==> src/pwe_regs.svh <==
`ifndef PWE_REGS_SVH
`define PWE_REGS_SVH

// register byte offsets
`define PWE_OFF_TARGET 12'h310
`define PWE_OFF_COMMAND 12'h314
`define PWE_OFF_QUEUE 12'h318

// target register fields
`define PWE_COUNT_MSB 31
`define PWE_COUNT_LSB 16
`define PWE_ADDR_MSB 15
`define PWE_ADDR_LSB 0

// command register fields
`define PWE_BIT_IN_PROGRESS 31
`define PWE_BIT_CANCEL 30
`define PWE_FREE_CNT_MSB 12
`define PWE_FREE_CNT_LSB 8
`define PWE_BIT_FREE_FLAG 0

// reset values
`define PWE_RST_COUNT 16'h0000
`define PWE_RST_ADDR 16'h0000
`define PWE_RST_FREE_CNT 5'h10
`define PWE_RST_FREE_FLAG 1'h1

// queue geometry
`define PWE_QUEUE_DEPTH 16
`define PWE_QUEUE_WIDTH 32

`endif

==> src/pwe_pkg.sv <==
package pwe_pkg;

  // engine states
  typedef enum logic [0:0] {
    PWE_IDLE = 1'b0,
    PWE_RUN = 1'b1
  } pwe_state_t;

endpackage

==> src/pwe_fifo.sv <==
`timescale 1ns/100ps
// dword queue between host writes and the memory engine
module pwe_fifo #(
  parameter int WIDTH = 32,
  parameter int DEPTH = 16,
  parameter int CW = 5
) (
  // clock and reset
  input wire logic i_clk_sys,
  input wire logic i_rst_n,
  // flush
  input wire logic i_flush,
  // fill side
  input wire logic i_wr_valid,
  output logic o_wr_ready,
  input wire logic [WIDTH-1:0] i_wr_data,
  // drain side
  output logic o_rd_valid,
  input wire logic i_rd_ready,
  output logic [WIDTH-1:0] o_rd_data,
  // free slots
  output logic [CW-1:0] o_free_count
);
  localparam int PW = (DEPTH > 1) ? $clog2(DEPTH) : 1;
  localparam logic [PW-1:0] PTR_LAST = PW'(DEPTH - 1);
  localparam logic [CW-1:0] FREE_ALL = CW'(DEPTH);

  logic [WIDTH-1:0] mem [DEPTH];
  logic [PW-1:0] wr_ptr;
  logic [PW-1:0] rd_ptr;
  logic [CW-1:0] free;
  logic [PW-1:0] next_wr_ptr;
  logic [PW-1:0] next_rd_ptr;
  logic [CW-1:0] next_free;
  logic push;
  logic pop;

  assign o_wr_ready = (free != {CW{1'b0}});
  assign o_rd_valid = (free != FREE_ALL);
  assign o_rd_data = mem[rd_ptr];
  assign o_free_count = free;
  assign push = i_wr_valid && o_wr_ready;
  assign pop = o_rd_valid && i_rd_ready;

  always_comb begin
    next_wr_ptr = wr_ptr;
    next_rd_ptr = rd_ptr;
    next_free = free;
    if (i_flush) begin
      next_wr_ptr = {PW{1'b0}};
      next_rd_ptr = {PW{1'b0}};
      next_free = FREE_ALL;
    end else begin
      if (push) begin
        next_wr_ptr = (wr_ptr == PTR_LAST) ? {PW{1'b0}} : wr_ptr + 1'b1;
      end
      if (pop) begin
        next_rd_ptr = (rd_ptr == PTR_LAST) ? {PW{1'b0}} : rd_ptr + 1'b1;
      end
      if (push && !pop) begin
        next_free = free - 1'b1;
      end else if (pop && !push) begin
        next_free = free + 1'b1;
      end
    end
  end

  always_ff @(posedge i_clk_sys or negedge i_rst_n) begin
    if (!i_rst_n) begin
      wr_ptr <= {PW{1'b0}};
      rd_ptr <= {PW{1'b0}};
      free <= FREE_ALL;
    end else begin
      wr_ptr <= next_wr_ptr;
      rd_ptr <= next_rd_ptr;
      free <= next_free;
    end
  end

  always_ff @(posedge i_clk_sys) begin
    if (push && !i_flush) begin
      mem[wr_ptr] <= i_wr_data;
    end
  end

endmodule

==> src/pwe_engine.sv <==
// Added by the designer: strobed register access.
`timescale 1ns/100ps
`include "pwe_regs.svh"
// Operation
// RULE1: writing one to in-progress starts transfer at target address for byte count
// RULE2: in-progress reads one during transfer, clears itself when all bytes written
// RULE3: writing zero to in-progress or cancel changes nothing
// RULE4: writing one to cancel ends any transfer; cancel clears itself
// RULE5: cancel clears in-progress, empties queue, restores free count and flag
// RULE6: byte count in upper half, resets zero, counts down per written byte
// RULE7: target address in lower half, resets zero, advances per written byte
// RULE8: host changes count and address only while in-progress reads zero
// RULE9: host keeps every transfer byte inside process memory range
// RULE10: free count drops when host writes a whole dword into queue
// RULE11: free count rises when engine drains data to process memory
// RULE12: free count tells safe dword writes, resets to sixteen
// RULE13: free flag reads one while queue accepts data, resets to one
// RULE14: engine stalls while queue empty, finishes when byte count reaches zero
module pwe_engine #(
  parameter int DEPTH = `PWE_QUEUE_DEPTH
) (
  // clock and reset
  input wire logic i_clk_sys,
  input wire logic i_rst_n,
  // register port
  input wire logic [11:0] i_reg_addr,
  input wire logic [31:0] i_reg_wdata,
  input wire logic i_reg_wr,
  input wire logic i_reg_rd,
  output logic [31:0] o_reg_rdata,
  // process memory write port
  output logic o_mem_wr,
  output logic [15:0] o_mem_addr,
  output logic [7:0] o_mem_data
);

  // state
  pwe_pkg::pwe_state_t state;
  pwe_pkg::pwe_state_t next_state;
  logic [15:0] byte_count;
  logic [15:0] next_byte_count;
  logic [15:0] target_addr;
  logic [15:0] next_target_addr;
  logic [1:0] byte_idx;
  logic [1:0] next_byte_idx;
  logic cancel_flag;
  logic next_cancel_flag;
  logic mem_wr;
  logic next_mem_wr;
  logic [15:0] mem_addr;
  logic [15:0] next_mem_addr;
  logic [7:0] mem_data;
  logic [7:0] next_mem_data;
  logic [31:0] rdata;
  logic [31:0] next_rdata;

  // decode
  logic wr_target;
  logic wr_cmd;
  logic wr_queue;
  logic start;
  logic cancel;
  logic busy;
  logic can_send;
  logic last_of_word;

  // queue
  logic q_ready;
  logic q_valid;
  logic q_pop;
  logic [31:0] q_data;
  logic [4:0] free_cnt;
  logic free_flag;

  assign wr_target = i_reg_wr && (i_reg_addr == `PWE_OFF_TARGET);
  assign wr_cmd = i_reg_wr && (i_reg_addr == `PWE_OFF_COMMAND);
  assign wr_queue = i_reg_wr && (i_reg_addr == `PWE_OFF_QUEUE);
  assign start = wr_cmd && i_reg_wdata[`PWE_BIT_IN_PROGRESS]; // [RULE3]
  assign cancel = wr_cmd && i_reg_wdata[`PWE_BIT_CANCEL]; // [RULE3]
  assign busy = (state == pwe_pkg::PWE_RUN);
  // stall on an empty queue [RULE14]
  assign can_send = busy && (byte_count != 16'h0000) && q_valid && !cancel;
  assign last_of_word = (byte_idx == 2'h3) || (byte_count == 16'h0001);
  assign q_pop = can_send && last_of_word; // [RULE11]
  assign free_flag = (free_cnt != 5'h00); // [RULE13]

  pwe_fifo #(
    .WIDTH(`PWE_QUEUE_WIDTH),
    .DEPTH(DEPTH),
    .CW(5)
  ) u_queue (
    .i_clk_sys(i_clk_sys),
    .i_rst_n(i_rst_n),
    .i_flush(cancel), // [RULE5]
    .i_wr_valid(wr_queue), // [RULE10]
    .o_wr_ready(q_ready),
    .i_wr_data(i_reg_wdata),
    .o_rd_valid(q_valid),
    .i_rd_ready(q_pop),
    .o_rd_data(q_data),
    .o_free_count(free_cnt) // [RULE12]
  );

  // engine next state
  always_comb begin
    next_state = state;
    next_byte_count = byte_count;
    next_target_addr = target_addr;
    next_byte_idx = byte_idx;
    next_cancel_flag = cancel; // [RULE4]
    next_mem_wr = 1'b0;
    next_mem_addr = mem_addr;
    next_mem_data = mem_data;
    case (state)
      pwe_pkg::PWE_IDLE: begin
        if (wr_target) begin
          next_byte_count = i_reg_wdata[`PWE_COUNT_MSB:`PWE_COUNT_LSB]; // [RULE8]
          next_target_addr = i_reg_wdata[`PWE_ADDR_MSB:`PWE_ADDR_LSB]; // [RULE8]
        end
        if (start && !cancel) begin
          next_state = pwe_pkg::PWE_RUN; // [RULE1]
          next_byte_idx = 2'h0;
        end
      end
      pwe_pkg::PWE_RUN: begin
        if (cancel) begin
          next_state = pwe_pkg::PWE_IDLE; // [RULE4] [RULE5]
          next_byte_idx = 2'h0;
        end else if (byte_count == 16'h0000) begin
          next_state = pwe_pkg::PWE_IDLE; // [RULE14]
        end else if (can_send) begin
          next_mem_wr = 1'b1;
          next_mem_addr = target_addr; // [RULE1]
          next_mem_data = q_data[{byte_idx, 3'b000} +: 8];
          next_byte_count = byte_count - 16'h0001; // [RULE6]
          next_target_addr = target_addr + 16'h0001; // [RULE7]
          next_byte_idx = last_of_word ? 2'h0 : byte_idx + 2'h1;
          if (byte_count == 16'h0001) begin
            next_state = pwe_pkg::PWE_IDLE; // [RULE2]
          end
        end
      end
      default: begin
        next_state = pwe_pkg::PWE_IDLE;
      end
    endcase
  end

  // read data mux
  always_comb begin
    next_rdata = 32'h0000_0000;
    if (i_reg_rd) begin
      case (i_reg_addr)
        `PWE_OFF_TARGET: begin
          next_rdata = {byte_count, target_addr};
        end
        `PWE_OFF_COMMAND: begin
          next_rdata[`PWE_BIT_IN_PROGRESS] = busy; // [RULE2]
          next_rdata[`PWE_BIT_CANCEL] = cancel_flag;
          next_rdata[`PWE_FREE_CNT_MSB:`PWE_FREE_CNT_LSB] = free_cnt; // [RULE12]
          next_rdata[`PWE_BIT_FREE_FLAG] = free_flag; // [RULE13]
        end
        default: begin
          next_rdata = 32'h0000_0000;
        end
      endcase
    end
  end

  always_ff @(posedge i_clk_sys or negedge i_rst_n) begin
    if (!i_rst_n) begin
      state <= pwe_pkg::PWE_IDLE;
      byte_count <= `PWE_RST_COUNT;
      target_addr <= `PWE_RST_ADDR;
      byte_idx <= 2'h0;
      cancel_flag <= 1'b0;
      mem_wr <= 1'b0;
      mem_addr <= 16'h0000;
      mem_data <= 8'h00;
      rdata <= 32'h0000_0000;
    end else begin
      state <= next_state;
      byte_count <= next_byte_count;
      target_addr <= next_target_addr;
      byte_idx <= next_byte_idx;
      cancel_flag <= next_cancel_flag;
      mem_wr <= next_mem_wr;
      mem_addr <= next_mem_addr;
      mem_data <= next_mem_data;
      rdata <= next_rdata;
    end
  end

  assign o_reg_rdata = rdata;
  assign o_mem_wr = mem_wr;
  assign o_mem_addr = mem_addr;
  assign o_mem_data = mem_data;
endmodule

==> config.mk <==
export PLATFORM = sky130hd
export DESIGN_NAME = pwe_engine
export DESIGN_NICKNAME = d
export VERILOG_FILES = /design/src/pwe_pkg.sv /design/src/pwe_fifo.sv /design/src/pwe_engine.sv
export VERILOG_INCLUDE_DIRS = /design/src /design/src/src
export SDC_FILE = /design/constraint.sdc
export NUM_CORES = 1
export LEC_CHECK = 0
export ABC_AREA = 1
export BUFFER_PORTS_ARGS = -buffer_cell sky130_fd_sc_hd__clkbuf_2
export CAP_MARGIN = 40
export CORE_ASPECT_RATIO = 1.2
export CORE_MARGIN = 5
export CORE_UTILIZATION = 40
export CTS_CLUSTER_DIAMETER = 60
export DETAILED_ROUTE_END_ITERATION = 12
export GPL_ROUTABILITY_DRIVEN = 0
export PLACE_DENSITY = 0.62
export SLEW_MARGIN = 15
export SYNTH_ARGS = -nofsm -noshare
export SYNTH_HDL_FRONTEND = slang
export SYNTH_SLANG_ARGS = --single-unit
==> constraint.sdc <==
create_clock -name i_clk_sys -period 8.5 [get_ports i_clk_sys]
set_clock_uncertainty 0.15 [all_clocks]
set_input_delay 2.55 -clock i_clk_sys [delete_from_list [all_inputs] [get_ports i_clk_sys]]
set_output_delay 2.55 -clock i_clk_sys [all_outputs]
set_load 0.02 [all_outputs]
== After elaboration in Yosys (flattened, before gate mapping) ==
Memories as Yosys holds them, arrays and structs flattened.
Cells that the tools add are included.

* Flip-flop bits (word level): 106
* Memory bits (writable): 512
* Output and inout bits: 57
* Word-level logic and storage cells: 110
* Memories kept: 1

* Add/subtract/negate cells: 7
* Equality and inequality tests: 15
* Shifts and indexed selects: 1
* Muxes and demuxes: 43
* Bitwise gates (word level): 3
* Reduce and logical (&&, ||, !) cells: 28

{| class="wikitable"
|+ Memory list
! name !! depth !! bits a word !! read ports !! clocked after Yosys merged registers in !! write ports !! RTL line !! text
|-
| u_queue.mem || 16 || 32 || 1 || 0 || 1 || pwe_fifo.sv:28 || <nowiki>logic [WIDTH-1:0] mem [DEPTH];</nowiki>
|}

{| class="wikitable"
|+ Operators by type and width
! cell !! count
|-
| $mux W16 || 8
|-
| $pmux W16 S2 || 2
|-
| $eq A12 B10 Y1 const B || 3
|-
| $mux W32 || 1
|-
| $shiftx A32 B6 Y8 || 1
|-
| $mux W4 || 6
|-
| $mux W17 || 1
|-
| $add A16 B1 Y16 const B || 1
|-
| $eq A16 B1 Y1 const B || 1
|-
| $logic_not A16 Y1 || 1
|-
| $reduce_bool A16 Y1 || 1
|-
| $sub A16 B1 Y16 const B || 1
|-
| $logic_and A1 B1 Y1 || 15
|-
| $mux W5 || 3
|-
| $mux W1 || 11
|-
| $mux W2 || 5
|-
| $pmux W5 S2 || 1
|-
| $add A4 B1 Y4 const B || 2
|-
| $eq A4 B4 Y1 const B || 2
|-
| $ne A2 B2 Y1 const B || 4
|-
| $pmux W2 S2 || 2
|-
| $reduce_and A4 Y1 || 2
|-
| $mux W7 || 1
|-
| $add A5 B1 Y5 const B || 1
|-
| other kinds (15) || 21
|}

== Depth between registers and ports, before layout ==
* Depth in word-level cells: 11
* Depth in mapped cells: 18

== By module ==
A second synthesis with hierarchy kept.

* Cell total of the unflattened synthesis: 2,292
* Area, all modules: 25,896.1 um2

{| class="wikitable"
|+ By module, submodules not included
! module !! instances !! cells an instance !! area each (um2) !! seq. area each (um2)
|-
| pwe_fifo || 1 || 1,644 || 20,985.1 || 15,701.3
|-
| pwe_engine || 1 || 648 || 4,911.0 || 2,327.2
|}

== Least setup slack after synthesis ==
Ideal clock, no wire load.

* Path type: input to register
* From: in i_reg_addr[11]
* To: mem u_queue.mem[11][0] (enable)
* Arrival: 4,739 ps
* Data required time: 7,929 ps
* Setup slack: 3,190 ps
* Stages on the path: 7
* Cell sequence: nor2_1 nand2_1 nor2_4 nand3_1 clkinv_1 nand2_1 nor2_1

* Word-level cells in the longest chain between the ends: 7
* Elaborated cells on any way between the ends: 10

{| class="wikitable"
|+ RTL lines
! what !! RTL line !! text
|-
| start: declaration || pwe_engine.sv:26 || <nowiki>input wire logic [11:0] i_reg_addr,</nowiki>
|-
| $eq A12 B10 Y1 || -- ||
|-
| $logic_and A1 B1 Y1 || pwe_engine.sv:76 || <nowiki>assign wr_cmd = i_reg_wr && (i_reg_addr == `PWE_OFF_COMMAND);</nowiki>
|-
| $logic_and A1 B1 Y1 || pwe_engine.sv:79 || <nowiki>assign cancel = wr_cmd && i_reg_wdata[`PWE_BIT_CANCEL];</nowiki>
|-
| $logic_not A1 Y1 || pwe_fifo.sv:81 || <nowiki>if (push && !i_flush) begin</nowiki>
|-
| $logic_and A1 B1 Y1 (*) || pwe_fifo.sv:81 ||
|-
| $mux W1 (*) || pwe_fifo.sv:81 ||
|-
| $mux W1 (not written as such) (*) || pwe_fifo.sv:82 || <nowiki>mem[wr_ptr] <= i_wr_data;</nowiki>
|-
| end: declaration || pwe_fifo.sv:28 ||
|}

Mark *: on every way between the ends. The rest lies on a longest branch, timed or not.

== Worst setup path after layout ==
* From: in i_reg_addr[11]
* To: mem u_queue.mem[10][29] (enable)

The elaborated chain is that of the path after synthesis.

==> impl_metrics.tcl <==
set metrics [dict create \
    status "complete, no violations" \
    fin_crit_sh_pct 55.0 \
    crit_path_start_kind "input pin" \
    die_h_um 288 \
    hold_viol 0 \
    synth_area_um2 25800 \
    worstMarginPinSlew_ps 882 \
    synth_compound_area_share_pct 6.17 \
    syn_inst 2373 \
    grt_pass1_vias 17500 \
    holdBufCountCts 0 \
    finalMaxSlewViolations 0 \
    nFillCells 5911 \
    ys_ff_latch 618 \
    wl_per_cell_um 21.4 \
    postLayoutSetupSlackWorst_ps 3820 \
    setup-tns-final_ps 0 \
    drc_errors 0 \
    grt_overflow 0 \
    required_ps 8630 \
    wl_met1_um 28300 \
    post_cts_resized 0 \
    nNetsFinal 2510 \
    start_util_pct 40.2 \
    period_minus_slack_ps 4680 \
    yosys_warnings 0 \
    area_growth_pct 13.4 \
    port_buffers 104 \
    mostFrequentLayoutCells "521 x nand2_1, 512 x edfxtp_1, 392 x nor2_1" \
    setup_viol 0 \
    drive_above_1_share_pct 11.3 \
    synth.distinct_cells 41 \
    p_leak_nw 11.1 \
    cp.arrival_ps 4810 \
    num_vias 17900 \
    peakVddDrop_uv 203 \
    met2_length_um 36000 \
    coreArea_um2 64300 \
    synth_xor_area_share_pct 0.542 \
    cts_setup_buffers 0 \
    pre_cts_ws_ps 3180 \
    die-area_um2 69800 \
    drt-total-wl_um 71300 \
    cts_made_buffers 57 \
    dr.pass1.iters 7 \
    insertion_delay_ps 630 \
    synthMuxAreaShare_pct 0 \
    min-delay-path-class "flip-flop to flip-flop" \
    antenna_found_initial 2 \
    fmax_mhz 214 \
    tritoncts "built" \
    maxCapViolations 0 \
    antenna_left 0 \
    endpoint_kind "flip-flop" \
    grt_pass1_wl_um 108000 \
    cts.path.max_buffers 3 \
    maxSlewHeadroom_pct 41.1 \
    highest_layer "met4" \
    synth-adder-area-share_pct 0.659 \
    hold_slack_ps 339 \
    clk_pin_slew_worst_paths_ps 60 \
    ff_latch_area_um2 18000 \
    fin_util_pct 45.5 \
    cts_root_buf "clkbuf_16" \
    final_common_cell "nand2_1" \
    critPathMaxFanout 19 \
    rsz0062_at_grt "no" \
    num_rows 102 \
    multi_input_area_um2 6990 \
    yosys.area_share.simple_pct 19.2 \
    design_area_um2 29300 \
    io_pins 105 \
    clock-sinks 618 \
    drt-initial-drc-count 1799 \
    synth_top_family_by_area "simple AND/OR/NAND/NOR gates" \
    avgSynthCellArea_um2 10.9 \
    seq_area_frac_synth_pct 69.8 \
    crit_type "input pin to flip-flop" \
    fp.dieW_um 242 \
    placed_area_um2 27400 \
    htreeDepth 2 \
    drt-vias-per-instance 5.38 \
    powerDensity_nw_per_um2 323 \
    grt_start_max_net_pins 87 \
    route.met3.wl_um 4600 \
    grt_usage_pct 20.0 \
    syn_nets 2434 \
    hpwlAfterDp_um 43600 \
]
[sequential cells by signal, indices dropped and copies added, names as in the netlist, 2 cells and up]
register              count
byte_idx                  2
o_mem_data                8
byte_count               16
u_queue.o_free_count      5
u_queue.wr_ptr            4
u_queue.rd_ptr            4
target_addr              16
o_mem_addr               16
o_reg_rdata              32
u_queue.mem             512
[per-layer routing]
| metal | track usage [%] | vias to the layer above |
|---|---|---|
| met5 | 0 | - |
| met4 | 6.44 | 0 |
| met3 | 2.85 | 132 |
| met2 | 35.4 | 699 |
| met1 | 25.6 | 8799 |
| li1 | - | 8283 |
[worst max-delay path, stage by stage]
cell	delay, ps
clkbuf_2	80
nor2_1	90
nand2_1	90
nor2_4	230
nand3_1	210
clkinv_1	200
nand2_1	270
nor2_4	620
buf_4	460
[cells in the mapped netlist, drive strengths merged]
cell      n  area (um2)
nor3     12        60.1
edfxtp  512       15400
o211ai    5        37.5
a31oi     8        50.1
dfstp     1        26.3
nand3   237        1190
dfrtp   105        2630
inv      86         325
xor2     15         131
or2       8        50.1
a21oi    43         230
o221ai    2        17.5
ha       12         150
nor2    415        1590
clkinv    5        18.8
nand2   527        2000
o21ai   226        1130
a21boi    1        7.51
fa        1        20.0
xnor2     1        8.76
nand4    10        77.6
o32ai     5        43.8
buf      65         370
o31ai     1        7.51
clkbuf   60         225
o22ai    10        68.8
[layout make-up]
class,count,area share (%)
diodes,1,0.00854
repair buffers,142,3.35
flip-flops and latches,618,61.6
multi-input cells,1539,23.9
inverters,91,1.19
well taps,832,3.55
clock inverters,32,1.15
clock buffers,75,5.30
[worst paths after layout]
path,start,to,slack (ps),cells past startpoint
worst min-delay path,o_mem_addr[5],o_mem_addr[5],340,2
max in group asynchronous,i_rst_n,u_queue.o_free_count[4],5350,3
min in group asynchronous,i_rst_n,o_mem_addr[2],1730,1
worst max register to register,u_queue.rd_ptr[0],o_mem_data[1],4790,13
worst max-delay path,i_reg_addr[11],u_queue.mem[10][29],3820,9
worst min register to register,o_mem_addr[5],o_mem_addr[5],340,2
[power breakdown]
| part | switching, mW | internal, mW |
|---|---|---|
| clock network | 1.13 | 1.47 |
| logic | 2.24 | 0.920 |
| registers | 0.248 | 3.45 |
[logic make-up (layout without fill, tap and decap cells)]
kind of cell,count (synthesis),count (layout)
AOI/OAI and AO/OA,301,301
xor gates and xnor gates,16,16
adders and majority gates,13,13
buffers and inverters,216,340
DFF,618,618
other,0,1
and+or+nand+nor,1209,1209
[stage by stage]
step,instances,total power [mW]
4_1_cts,3329,9.51
5_1_grt,3329,10.0
3_3_place_gp,3212,6.80
2_1_floorplan,2373,5.83
3_5_place_dp,3222,6.91
6_report,3330,9.46
Power figures use the tool's default switching activity.
